$ cat config.mk
export PLATFORM = sky130hd
export DESIGN_NAME = ddrsr_core
export DESIGN_NICKNAME = d
export VERILOG_FILES = /design/src/hdl/ddrsr_pkg.sv /design/src/hdl/ddrsr_tmr_if.sv /design/src/hdl/ddrsr_core.sv /design/src/hdl/ddrsr_timer.sv
export SDC_FILE = /design/constraint.sdc
export NUM_CORES = 1
export LEC_CHECK = 0
export ABC_CLOCK_PERIOD_IN_PS = 7000
export BUFFER_PORTS_ARGS = -buffer_cell sky130_fd_sc_hd__buf_2
export CAP_MARGIN = 20
export CORE_ASPECT_RATIO = 1.2
export CORE_MARGIN = 1
export CORE_UTILIZATION = 50
export DETAILED_ROUTE_END_ITERATION = 6
export PLACE_DENSITY = 0.71
export SYNTH_ARGS = -nofsm -noshare
export SYNTH_HDL_FRONTEND = slang
export SYNTH_HIERARCHICAL = 1
export SYNTH_SLANG_ARGS = --single-unit
$ cat constraint.sdc
create_clock -name mclk_i -period 7 [get_ports mclk_i]
set_input_delay 0.35 -clock mclk_i [delete_from_list [all_inputs] [get_ports mclk_i]]
set_output_delay 0.35 -clock mclk_i [all_outputs]
set_load 0.01 [all_outputs]
$ cat src/hdl/ddrsr_pkg.sv
package ddrsr_pkg;
  // Refresh mode field codes
  localparam logic [2:0] RM_FIX1 = 3'h0;
  localparam logic [2:0] RM_FIX2 = 3'h1;
  localparam logic [2:0] RM_FIX4 = 3'h2;
  localparam logic [2:0] RM_FLY12 = 3'h5;
  localparam logic [2:0] RM_FLY14 = 3'h6;
  localparam logic [2:0] RM_RESET = 3'h0;
  // Unused bit constants; the mode register uses MODE_VREF_BIT and MODE_ABORT_BIT
  localparam int VREF_KEEP_BIT = 7;
  localparam int ABORT_EN_BIT = 9;
  // Register offsets
  localparam logic [3:0] REG_MODE = 4'h0;
  localparam logic [3:0] REG_STATUS = 4'h1;
  localparam logic [3:0] REG_REFCNT = 4'h2;
  localparam logic [3:0] REG_TIMING = 4'h3;
  // Mode register field positions
  localparam int MODE_RM_LSB = 0;
  localparam int MODE_TEMP_BIT = 3;
  localparam int MODE_VREF_BIT = 4;
  localparam int MODE_ABORT_BIT = 5;
  localparam logic [7:0] MODE_RESET = 8'h00;
  // Timing (clock 200 MHz)
  localparam int CLK_PS = 5000;
  localparam int TRFC1_PS = 350000;
  localparam int TRFC2_PS = 260000;
  localparam int TRFC4_PS = 160000;
  localparam int TXS_EXTRA_PS = 10000;
  localparam int TXS_CYC = (TRFC1_PS + TXS_EXTRA_PS + CLK_PS - 1) / CLK_PS;
  localparam int TXS_FAST_CYC = (TRFC4_PS + TXS_EXTRA_PS + CLK_PS - 1) / CLK_PS;
  localparam int TXS_ABORT_CYC = TXS_FAST_CYC;
  localparam int TXSDLL_NCK = 768;
  localparam int TCKE_PS = 5000;
  localparam int TCKE_CYC = (TCKE_PS + CLK_PS - 1) / CLK_PS;
  localparam int TRFC1_CYC = (TRFC1_PS + CLK_PS - 1) / CLK_PS;
  localparam int TRFC2_CYC = (TRFC2_PS + CLK_PS - 1) / CLK_PS;
  localparam int TRFC4_CYC = (TRFC4_PS + CLK_PS - 1) / CLK_PS;
  localparam int TREFI_BASE_NS = 7800;
  localparam int TREFI_CYC = (TREFI_BASE_NS * 1000) / CLK_PS;
  localparam int CNT_W = 12;
  typedef enum logic [1:0] {SR_IDLE, SR_SELF, SR_EXIT} ddrsr_state_t;
  typedef enum logic [1:0] {RK_1X, RK_2X, RK_4X} ddrsr_rate_t;
endpackage

$ cat src/hdl/ddrsr_tmr_if.sv
`timescale 1ns/100ps
interface ddrsr_tmr_if;
  import ddrsr_pkg::*;
  logic start;
  logic [CNT_W-1:0] load;
  logic busy;
  modport ctl(output start, output load, input busy);
  modport tmr(input start, input load, output busy);
endinterface

$ cat src/hdl/ddrsr_core.sv
// Design decisions made here: the strobed register port and the register offsets.
`timescale 1ns/100ps
// Behaviour
// [RULE1] Rate change applies new timings at once
// [RULE2] Even double-rate count before rate change
// [RULE3] Even double-rate count between single refreshes
// [RULE4] Quad-rate count multiple of four before change
// [RULE5] Quad count multiple of four between singles
// [RULE6] Temperature refresh needs fixed 1x mode
// [RULE7] Odd double count needs extra refresh after exit
// [RULE8] Partial quad group needs extra refresh after exit
// [RULE9] Entry decode: CS RAS CAS CKE low
// [RULE10] Controller idles device before entry
// [RULE11] CKE low holds self refresh; inputs ignored
// [RULE12] ODT and DLL off in, on with reset out
// [RULE13] Vref bit picks tXS or tXSDLL for writes
// [RULE14] Internal refresh within tCKE, timer keeps refreshing
// [RULE15] Controller respects tCKESR, tCKSRE, tCKSRX
// [RULE16] Exit: CKE high with deselect; tXS classes
// [RULE17] Only listed mode writes under tXS_FAST
// [RULE18] Reads and writes wait tXSDLL
// [RULE19] Deselect during tXS; ODT off, CKE high
// [RULE20] Extra refresh needed before re-entry
// [RULE21] tXS equals tRFC1 plus 10ns
// [RULE22] Abort bit: cut refresh, tXS_ABORT applies
// [RULE23] On-the-fly: BG0 picks refresh rate
// [RULE24] Mode field encodings, others reserved
// [RULE25] Controller tracks sub-rate count modulo four
module ddrsr_core (
  input wire logic mclk_i,
  input wire logic srst_i,
  input wire logic ce_i,
  input wire logic cke_pin_i,
  input wire logic cs_n_pin_i,
  input wire logic act_n_pin_i,
  input wire logic ras_n_pin_i,
  input wire logic cas_n_pin_i,
  input wire logic we_n_pin_i,
  input wire logic bg0_pin_i,
  input wire logic [3:0] addr_i,
  input wire logic [31:0] wdata_i,
  input wire logic wr_i,
  input wire logic rd_i,
  output logic [31:0] rdata_o,
  output logic self_refresh_o,
  output logic odt_enable_o,
  output logic dll_enable_o,
  output logic dll_reset_o,
  output logic vref_on_o,
  output logic int_refresh_o,
  output logic [1:0] ref_kind_o,
  output logic nodll_ok_o,
  output logic fast_ok_o,
  output logic dll_ok_o,
  output logic write_ok_o,
  output logic extra_ref_o
);
  import ddrsr_pkg::*;
  localparam logic [CNT_W-1:0] L_TXS = CNT_W'(TXS_CYC);
  localparam logic [CNT_W-1:0] L_ABORT = CNT_W'(TXS_ABORT_CYC);
  localparam logic [CNT_W-1:0] L_FAST = CNT_W'(TXS_FAST_CYC);
  localparam logic [CNT_W-1:0] L_DLL = CNT_W'(TXSDLL_NCK);
  localparam logic [CNT_W-1:0] L_RFC1 = CNT_W'(TRFC1_CYC);
  localparam logic [CNT_W-1:0] L_RFC2 = CNT_W'(TRFC2_CYC);
  localparam logic [CNT_W-1:0] L_RFC4 = CNT_W'(TRFC4_CYC);
  localparam logic [CNT_W-1:0] L_TCKE = CNT_W'(TCKE_CYC);
  localparam logic [CNT_W-1:0] L_REFI = CNT_W'(TREFI_CYC);

  // Pin synchronisers, two stages each
  logic [6:0] pin_raw;
  logic [6:0] sy1_r;
  logic [6:0] sy2_r;
  assign pin_raw = {bg0_pin_i, we_n_pin_i, cas_n_pin_i, ras_n_pin_i, act_n_pin_i, cs_n_pin_i, cke_pin_i};
  always_ff @(posedge mclk_i) begin
    if (srst_i) begin
      sy1_r <= 7'h3F;
      sy2_r <= 7'h3F;
    end else if (ce_i) begin
      sy1_r <= pin_raw;
      sy2_r <= sy1_r;
    end
  end
  logic cke_s, cs_s, act_s, ras_s, cas_s, we_s, bg0_s;
  assign {bg0_s, we_s, cas_s, ras_s, act_s, cs_s, cke_s} = sy2_r;
  logic cke_d_r;
  logic cmd_ref, cmd_sre, cmd_srx;
  assign cmd_ref = ~cs_s & act_s & ~ras_s & ~cas_s & we_s & cke_s;
  assign cmd_sre = ~cs_s & act_s & ~ras_s & ~cas_s & we_s & ~cke_s & cke_d_r; // RULE9
  assign cmd_srx = cke_s & ~cke_d_r & cs_s; // RULE16

  // Exit and internal refresh timers share one module, one instance per class
  ddrsr_tmr_if t_nodll();
  ddrsr_tmr_if t_fast();
  ddrsr_tmr_if t_dll();
  ddrsr_tmr_if t_int();
  ddrsr_timer u_nodll (.mclk_i(mclk_i), .srst_i(srst_i), .ce_i(ce_i), .t(t_nodll));
  ddrsr_timer u_fast (.mclk_i(mclk_i), .srst_i(srst_i), .ce_i(ce_i), .t(t_fast));
  ddrsr_timer u_dll (.mclk_i(mclk_i), .srst_i(srst_i), .ce_i(ce_i), .t(t_dll));
  ddrsr_timer u_int (.mclk_i(mclk_i), .srst_i(srst_i), .ce_i(ce_i), .t(t_int));

  ddrsr_state_t st_r, st_nxt;
  logic [7:0] mode_r, mode_nxt;
  logic [1:0] sub_cnt_r, sub_cnt_nxt;
  logic extra_r, extra_nxt;
  logic [CNT_W-1:0] refi_r, refi_nxt;
  logic refbusy_r, refbusy_nxt;
  logic [1:0] kind_r, kind_nxt;
  logic dllrst_r, dllrst_nxt;
  logic [31:0] rdata_nxt;
  logic mode_bad_r, mode_bad_nxt;
  logic [2:0] rmode;
  assign rmode = mode_r[MODE_RM_LSB +: 3];

  always_comb begin
    st_nxt = st_r;
    mode_nxt = mode_r;
    sub_cnt_nxt = sub_cnt_r;
    extra_nxt = extra_r;
    refi_nxt = refi_r;
    refbusy_nxt = refbusy_r & t_int.busy;
    kind_nxt = kind_r;
    dllrst_nxt = 1'b0;
    mode_bad_nxt = mode_bad_r;
    t_nodll.start = 1'b0;
    t_nodll.load = L_TXS;
    t_fast.start = 1'b0;
    t_fast.load = L_FAST;
    t_dll.start = 1'b0;
    t_dll.load = L_DLL;
    t_int.start = 1'b0;
    t_int.load = L_RFC1;
    rdata_nxt = 32'h0;
    // Register port; writes to mode regroup the sub-rate count
    if (wr_i && addr_i == REG_MODE) begin
      mode_nxt = wdata_i[7:0]; // RULE1
      sub_cnt_nxt = 2'h0;
      // Flag illegal mode: reserved code or temperature refresh with non-normal rate
      mode_bad_nxt = (wdata_i[2:0] == 3'h3) || (wdata_i[2:0] == 3'h4) || (wdata_i[2:0] == 3'h7)
        || (wdata_i[MODE_TEMP_BIT] && wdata_i[2:0] != RM_FIX1); // RULE6 RULE24
    end
    if (rd_i) begin
      if (addr_i == REG_MODE) begin
        rdata_nxt = {24'h0, mode_r};
      end else if (addr_i == REG_STATUS) begin
        rdata_nxt = {26'h0, mode_bad_r, extra_r, refbusy_r, dll_enable_o, st_r};
      end else if (addr_i == REG_REFCNT) begin
        rdata_nxt = {30'h0, sub_cnt_r};
      end else if (addr_i == REG_TIMING) begin
        rdata_nxt = {20'h0, L_TXS};
      end else begin
        rdata_nxt = 32'h0;
      end
    end
    case (st_r)
      SR_IDLE: begin
        if (cmd_ref) begin
          // Kind per mode and BG0
          if (rmode == RM_FIX2 || (rmode == RM_FLY12 && bg0_s)) begin // RULE23
            kind_nxt = RK_2X;
            t_int.load = L_RFC2;
          end else if (rmode == RM_FIX4 || (rmode == RM_FLY14 && bg0_s)) begin // RULE23
            kind_nxt = RK_4X;
            t_int.load = L_RFC4;
          end else begin
            kind_nxt = RK_1X;
            t_int.load = L_RFC1;
          end
          t_int.start = 1'b1; // RULE1
          refbusy_nxt = 1'b1;
          extra_nxt = 1'b0;
          if (kind_nxt == RK_1X) begin
            sub_cnt_nxt = 2'h0;
          end else begin
            sub_cnt_nxt = sub_cnt_r + 2'h1;
          end
        end else if (cmd_sre) begin
          st_nxt = SR_SELF; // RULE11
          refi_nxt = L_TCKE; // RULE14
          // Owed extra refresh: incomplete group or device rule
          extra_nxt = 1'b1; // RULE7 RULE8 RULE20
        end
      end
      SR_SELF: begin
        // Internal timer refresh, first within tCKE
        if (refi_r == '0) begin
          refi_nxt = L_REFI; // RULE14
          t_int.start = 1'b1;
          t_int.load = L_RFC1;
          refbusy_nxt = 1'b1;
        end else begin
          refi_nxt = refi_r - 1'b1;
        end
        if (cmd_srx) begin
          st_nxt = SR_EXIT;
          dllrst_nxt = 1'b1; // RULE12
          sub_cnt_nxt = 2'h0;
          if (mode_r[MODE_ABORT_BIT]) begin
            t_nodll.load = L_ABORT; // RULE22
            refbusy_nxt = 1'b0;
            t_int.start = 1'b1;
            t_int.load = '0;
          end else begin
            t_nodll.load = L_TXS; // RULE21
          end
          t_nodll.start = 1'b1;
          t_fast.start = 1'b1; // RULE17
          t_dll.start = 1'b1; // RULE18
        end
      end
      SR_EXIT: begin
        // Deselect window closes when tXSDLL ends
        if (!t_dll.busy) begin
          st_nxt = SR_IDLE; // RULE19
        end
      end
      default: st_nxt = SR_IDLE;
    endcase
  end

  always_ff @(posedge mclk_i) begin
    if (srst_i) begin
      st_r <= SR_IDLE;
      mode_r <= MODE_RESET;
      sub_cnt_r <= 2'h0;
      extra_r <= 1'b0;
      refi_r <= '0;
      refbusy_r <= 1'b0;
      kind_r <= RK_1X;
      dllrst_r <= 1'b0;
      mode_bad_r <= 1'b0;
      cke_d_r <= 1'b1;
      rdata_o <= 32'h0;
    end else if (ce_i) begin
      st_r <= st_nxt;
      mode_r <= mode_nxt;
      sub_cnt_r <= sub_cnt_nxt;
      extra_r <= extra_nxt;
      refi_r <= refi_nxt;
      refbusy_r <= refbusy_nxt;
      kind_r <= kind_nxt;
      dllrst_r <= dllrst_nxt;
      mode_bad_r <= mode_bad_nxt;
      cke_d_r <= cke_s;
      rdata_o <= rdata_nxt;
    end
  end

  // Output flops
  always_ff @(posedge mclk_i) begin
    if (srst_i) begin
      self_refresh_o <= 1'b0;
      odt_enable_o <= 1'b1;
      dll_enable_o <= 1'b1;
      dll_reset_o <= 1'b0;
      vref_on_o <= 1'b1;
      int_refresh_o <= 1'b0;
      ref_kind_o <= 2'h0;
      nodll_ok_o <= 1'b1;
      fast_ok_o <= 1'b1;
      dll_ok_o <= 1'b1;
      write_ok_o <= 1'b1;
      extra_ref_o <= 1'b0;
    end else if (ce_i) begin
      self_refresh_o <= (st_nxt == SR_SELF);
      odt_enable_o <= (st_nxt != SR_SELF); // RULE12
      dll_enable_o <= (st_nxt != SR_SELF); // RULE12
      dll_reset_o <= dllrst_nxt;
      vref_on_o <= (st_nxt != SR_SELF) | mode_r[MODE_VREF_BIT]; // RULE13
      int_refresh_o <= refbusy_nxt;
      ref_kind_o <= kind_nxt;
      nodll_ok_o <= (st_r != SR_SELF) & ~t_nodll.busy & ~t_nodll.start; // RULE16
      fast_ok_o <= (st_r != SR_SELF) & ~t_fast.busy & ~t_fast.start;
      dll_ok_o <= (st_r != SR_SELF) & ~t_dll.busy & ~t_dll.start;
      // Writes need vref: tXS if kept on, else tXSDLL
      write_ok_o <= mode_r[MODE_VREF_BIT] ? ((st_r != SR_SELF) & ~t_nodll.busy & ~t_nodll.start)
        : ((st_r != SR_SELF) & ~t_dll.busy & ~t_dll.start); // RULE13
      extra_ref_o <= extra_nxt;
    end
  end
endmodule

$ cat src/hdl/ddrsr_timer.sv
`timescale 1ns/100ps
module ddrsr_timer (
  input wire logic mclk_i,
  input wire logic srst_i,
  input wire logic ce_i,
  ddrsr_tmr_if.tmr t
);
  import ddrsr_pkg::*;
  logic [CNT_W-1:0] cnt_r;
  logic [CNT_W-1:0] cnt_nxt;
  always_comb begin
    cnt_nxt = cnt_r;
    if (t.start) begin
      cnt_nxt = t.load;
    end else if (cnt_r != '0) begin
      cnt_nxt = cnt_r - 1'b1;
    end
  end
  always_ff @(posedge mclk_i) begin
    if (srst_i) begin
      cnt_r <= '0;
    end else if (ce_i) begin
      cnt_r <= cnt_nxt;
    end
  end
  assign t.busy = (cnt_r != '0);
endmodule

==> out/results.ini <==
[run_status]
status=finished, final reports clean

[yosys]
synth_edf_count=0
ys_seq_elements=108
yosysSeqAreaShare_pct=33.88
syn_inst=765
synthArstFlopShare_pct=0
synth_area_um2=6381
synth_flop_cell=dfxtp_1
yosys_warnings=6
syn_area_per_cell_um2=8.341
yosysUniqueCellTypes=71

[clock_network]
post_cts_resize_count=0
cts_tree=done
insertion_delay_ps=360
htree_levels=3
numClockSinks=108
cts_hold_buf=0
postCtsSetupBuffers=0
cts_max_path_buffers=2
cts_root_buffer=clkbuf_16
numCtsBuffers=9
clk_pin_slew_worst_paths_ps=70

[global_route]
grt_overflow_total=0
grt_pass1_vias=5438
grt_pass1_wl_um=26570
grt_start_max_net_pins=86
track_usage_pct=24.61
antenna_found_initial=0

[pwr]
combinationalPowerShare_pct=47.6
vdd_drop_max_mv=0.2652
power_mw=2.803
power_leakage_nw=2.777
pwr-share-clk_pct=19.8
p_seq_share_pct=32.6
intPower_mw=1.631
power_density_nw_per_um2=398.8
switching_power_mw=1.172
p_sw_share_pct=41.82

[final_layout]
syn2layout_area_growth_pct=10.14
instances_no_fill=984
final_common_cell=dfxtp_1
final_nets=875
drive_gt1_share_pct=12.17
mostFrequentLayoutCells=108 x dfxtp_1, 90 x nand2_1, 63 x conb_1

[route]
viasPerCell=6.034
dr.pass1.iters=5
drt_iter0_markers=419
num_vias=5937
wl_um=15910
wl_per_cell_um=16.17
final_antenna_net_count=0
drc_errors=0

[timing]
holdWs_ps=205.1
setup_violations=0
tightest_slew_ps=863.6
finClkSkew_ps=5.878
post-route-min-period_ps=3643
report.final.slew_viol_count=0
slew_headroom_pct=42.43
tns_ps=0
rsz0062_at_grt=no
hold_violations=0
clock.fmax_ghz=0.2745
fin_crit_sh_pct=52.04

[setup_path]
cp.arrival_ps=3890
cp-start-kind=flip-flop
end_kind=flip-flop
crit_required_ps=7250
criticalPathCategory=flip-flop to flip-flop
crit_path_max_fanout=85

[placement]
routabilityCongestion=0.8732
port_buffers=44
post-dp-hpwl_um=10860
dp.cells=967

[floorplanning]
initial_core_util_pct=51.98
io_pins=93
core_area_um2=12280
rows=44
die-width_um=105.1
dieArea_um2=13220
die_h_um=125.8

[job]
drv_cap=0

[min_path]
hp-class=primary input to flip-flop

==> power groups by stage <==
stage	clock network, mW	logic [mW]	registers [mW]
final	0.555	1.33	0.914
after global routing	0.594	1.48	0.934
after CTS	0.567	1.32	0.907
after detailed placement	0	1.31	0.920
after global placement	0	1.27	0.910
after floorplan	0	1.09	0.874
==> critical path: stages, from the launching register on <==
cell,delay (ps)
dfxtp_1,470
nand2b_1,490
nor2_4,60
buf_4,380
nand2_1,270
o211ai_1,110
buf_4,240
or4b_2,690
o31ai_4,370
nor2_1,160
a32o_1,270
==> synthesized netlist by cell type, types with 6 or more instances <==
cell	instances	share of area (%)
a31oi_1	13	1.3
or3_1	6	0.59
o41ai_1	12	1.6
o31a_1	6	0.82
inv_1	26	1.5
nor2b_1	6	0.59
clkbuf_1	28	1.6
nand3_1	14	1.1
mux2i_1	32	5.0
a41oi_1	6	0.82
or4_1	15	1.8
buf_4	25	2.9
dfxtp_1	108	34
a32o_1	13	2.0
nand2b_1	23	2.3
o21ai_0	29	2.3
a21oi_1	47	3.7
o21bai_1	6	0.71
nor2_1	57	3.4
a22o_1	6	0.82
o2bb2ai_1	6	0.82
nand4_1	6	0.59
nor3_1	18	1.4
a211oi_1	15	1.8
nand2_1	90	5.3
ha_1	10	2.0
o31ai_1	12	1.4
buf_2	13	1.0
o32ai_1	10	1.4
nor4_1	15	1.5
==> metrics by stage <==
step / worst slack [ps] / util, % / cell area, µm²
global route: 3126 / 57.23 / 7025
global placement: 3478 / 54.63 / 6706
finish: 3357 / 57.25 / 7028
detailed placement: 3413 / 54.63 / 6706
CTS: 3391 / 57.23 / 7025
floorplan: 4460 / - / 6610
==> metal layers <==
layer / wire, µm / GRT usage (%) / share of wire [%] / vias up
li1: - / - / - / 2907
met1: 7180 / 31.34 / 45 / 2813
met2: 7666 / 41.41 / 48 / 189
met3: 749 / 3.520 / 4.7 / 28
met4: 310 / 10.77 / 1.9 / 0
met5: 0 / 0 / 0 / -
==> layout make-up <==
cell class              instances  area [µm²]
clock buffers                  12       246.5
flip-flops and latches        108        2162
multi-input cells             623        3988
clock inverters                 4       72.57
repair buffers                 49       257.7
fillers                      1152        5249
well taps                     161       201.4
inverters                      26       97.59
diodes                          1       2.502
==> state kept, by name, indices dropped and copies added, names as in the netlist, 2 cells and up <==
| name | cells |
|---|---|
| u_fast/cnt_r | 12 |
| sy2_r | 7 |
| u_nodll/cnt_r | 12 |
| refi_r | 12 |
| u_int/cnt_r | 12 |
| rdata_o | 8 |
| u_dll/cnt_r | 12 |
| sy1_r | 7 |
| ref_kind_o | 2 |
| st_r | 2 |
| mode_r | 8 |
| sub_cnt_r | 2 |
==> logic make-up (layout without fill, tap and decap cells) <==
kind of cell	count (synthesis)	count (layout)	share of synthesized area, %
mux	32	32	5.020
fa+ha+maj	10	10	1.961
compound gates	222	222	25.69
simple gates	296	296	26.00
flops	108	108	33.88
buf+inv	95	91	7.333
other cells	2	64	0.1177
==> worst paths after layout <==
| path | startpoint | endpoint | slack, ps | depth (start not counted) |
|---|---|---|---|---|
| setup / recovery | st_r[1] | u_int/cnt_r[8] | 3360 | 10 |
| hold / removal | cke_pin_i | sy1_r[0] | 210 | 3 |
| setup reg to reg | st_r[1] | u_int/cnt_r[8] | 3360 | 10 |
| hold reg to reg | self_refresh_o | self_refresh_o | 460 | 1 |
Power figures use the tool's default switching activity.
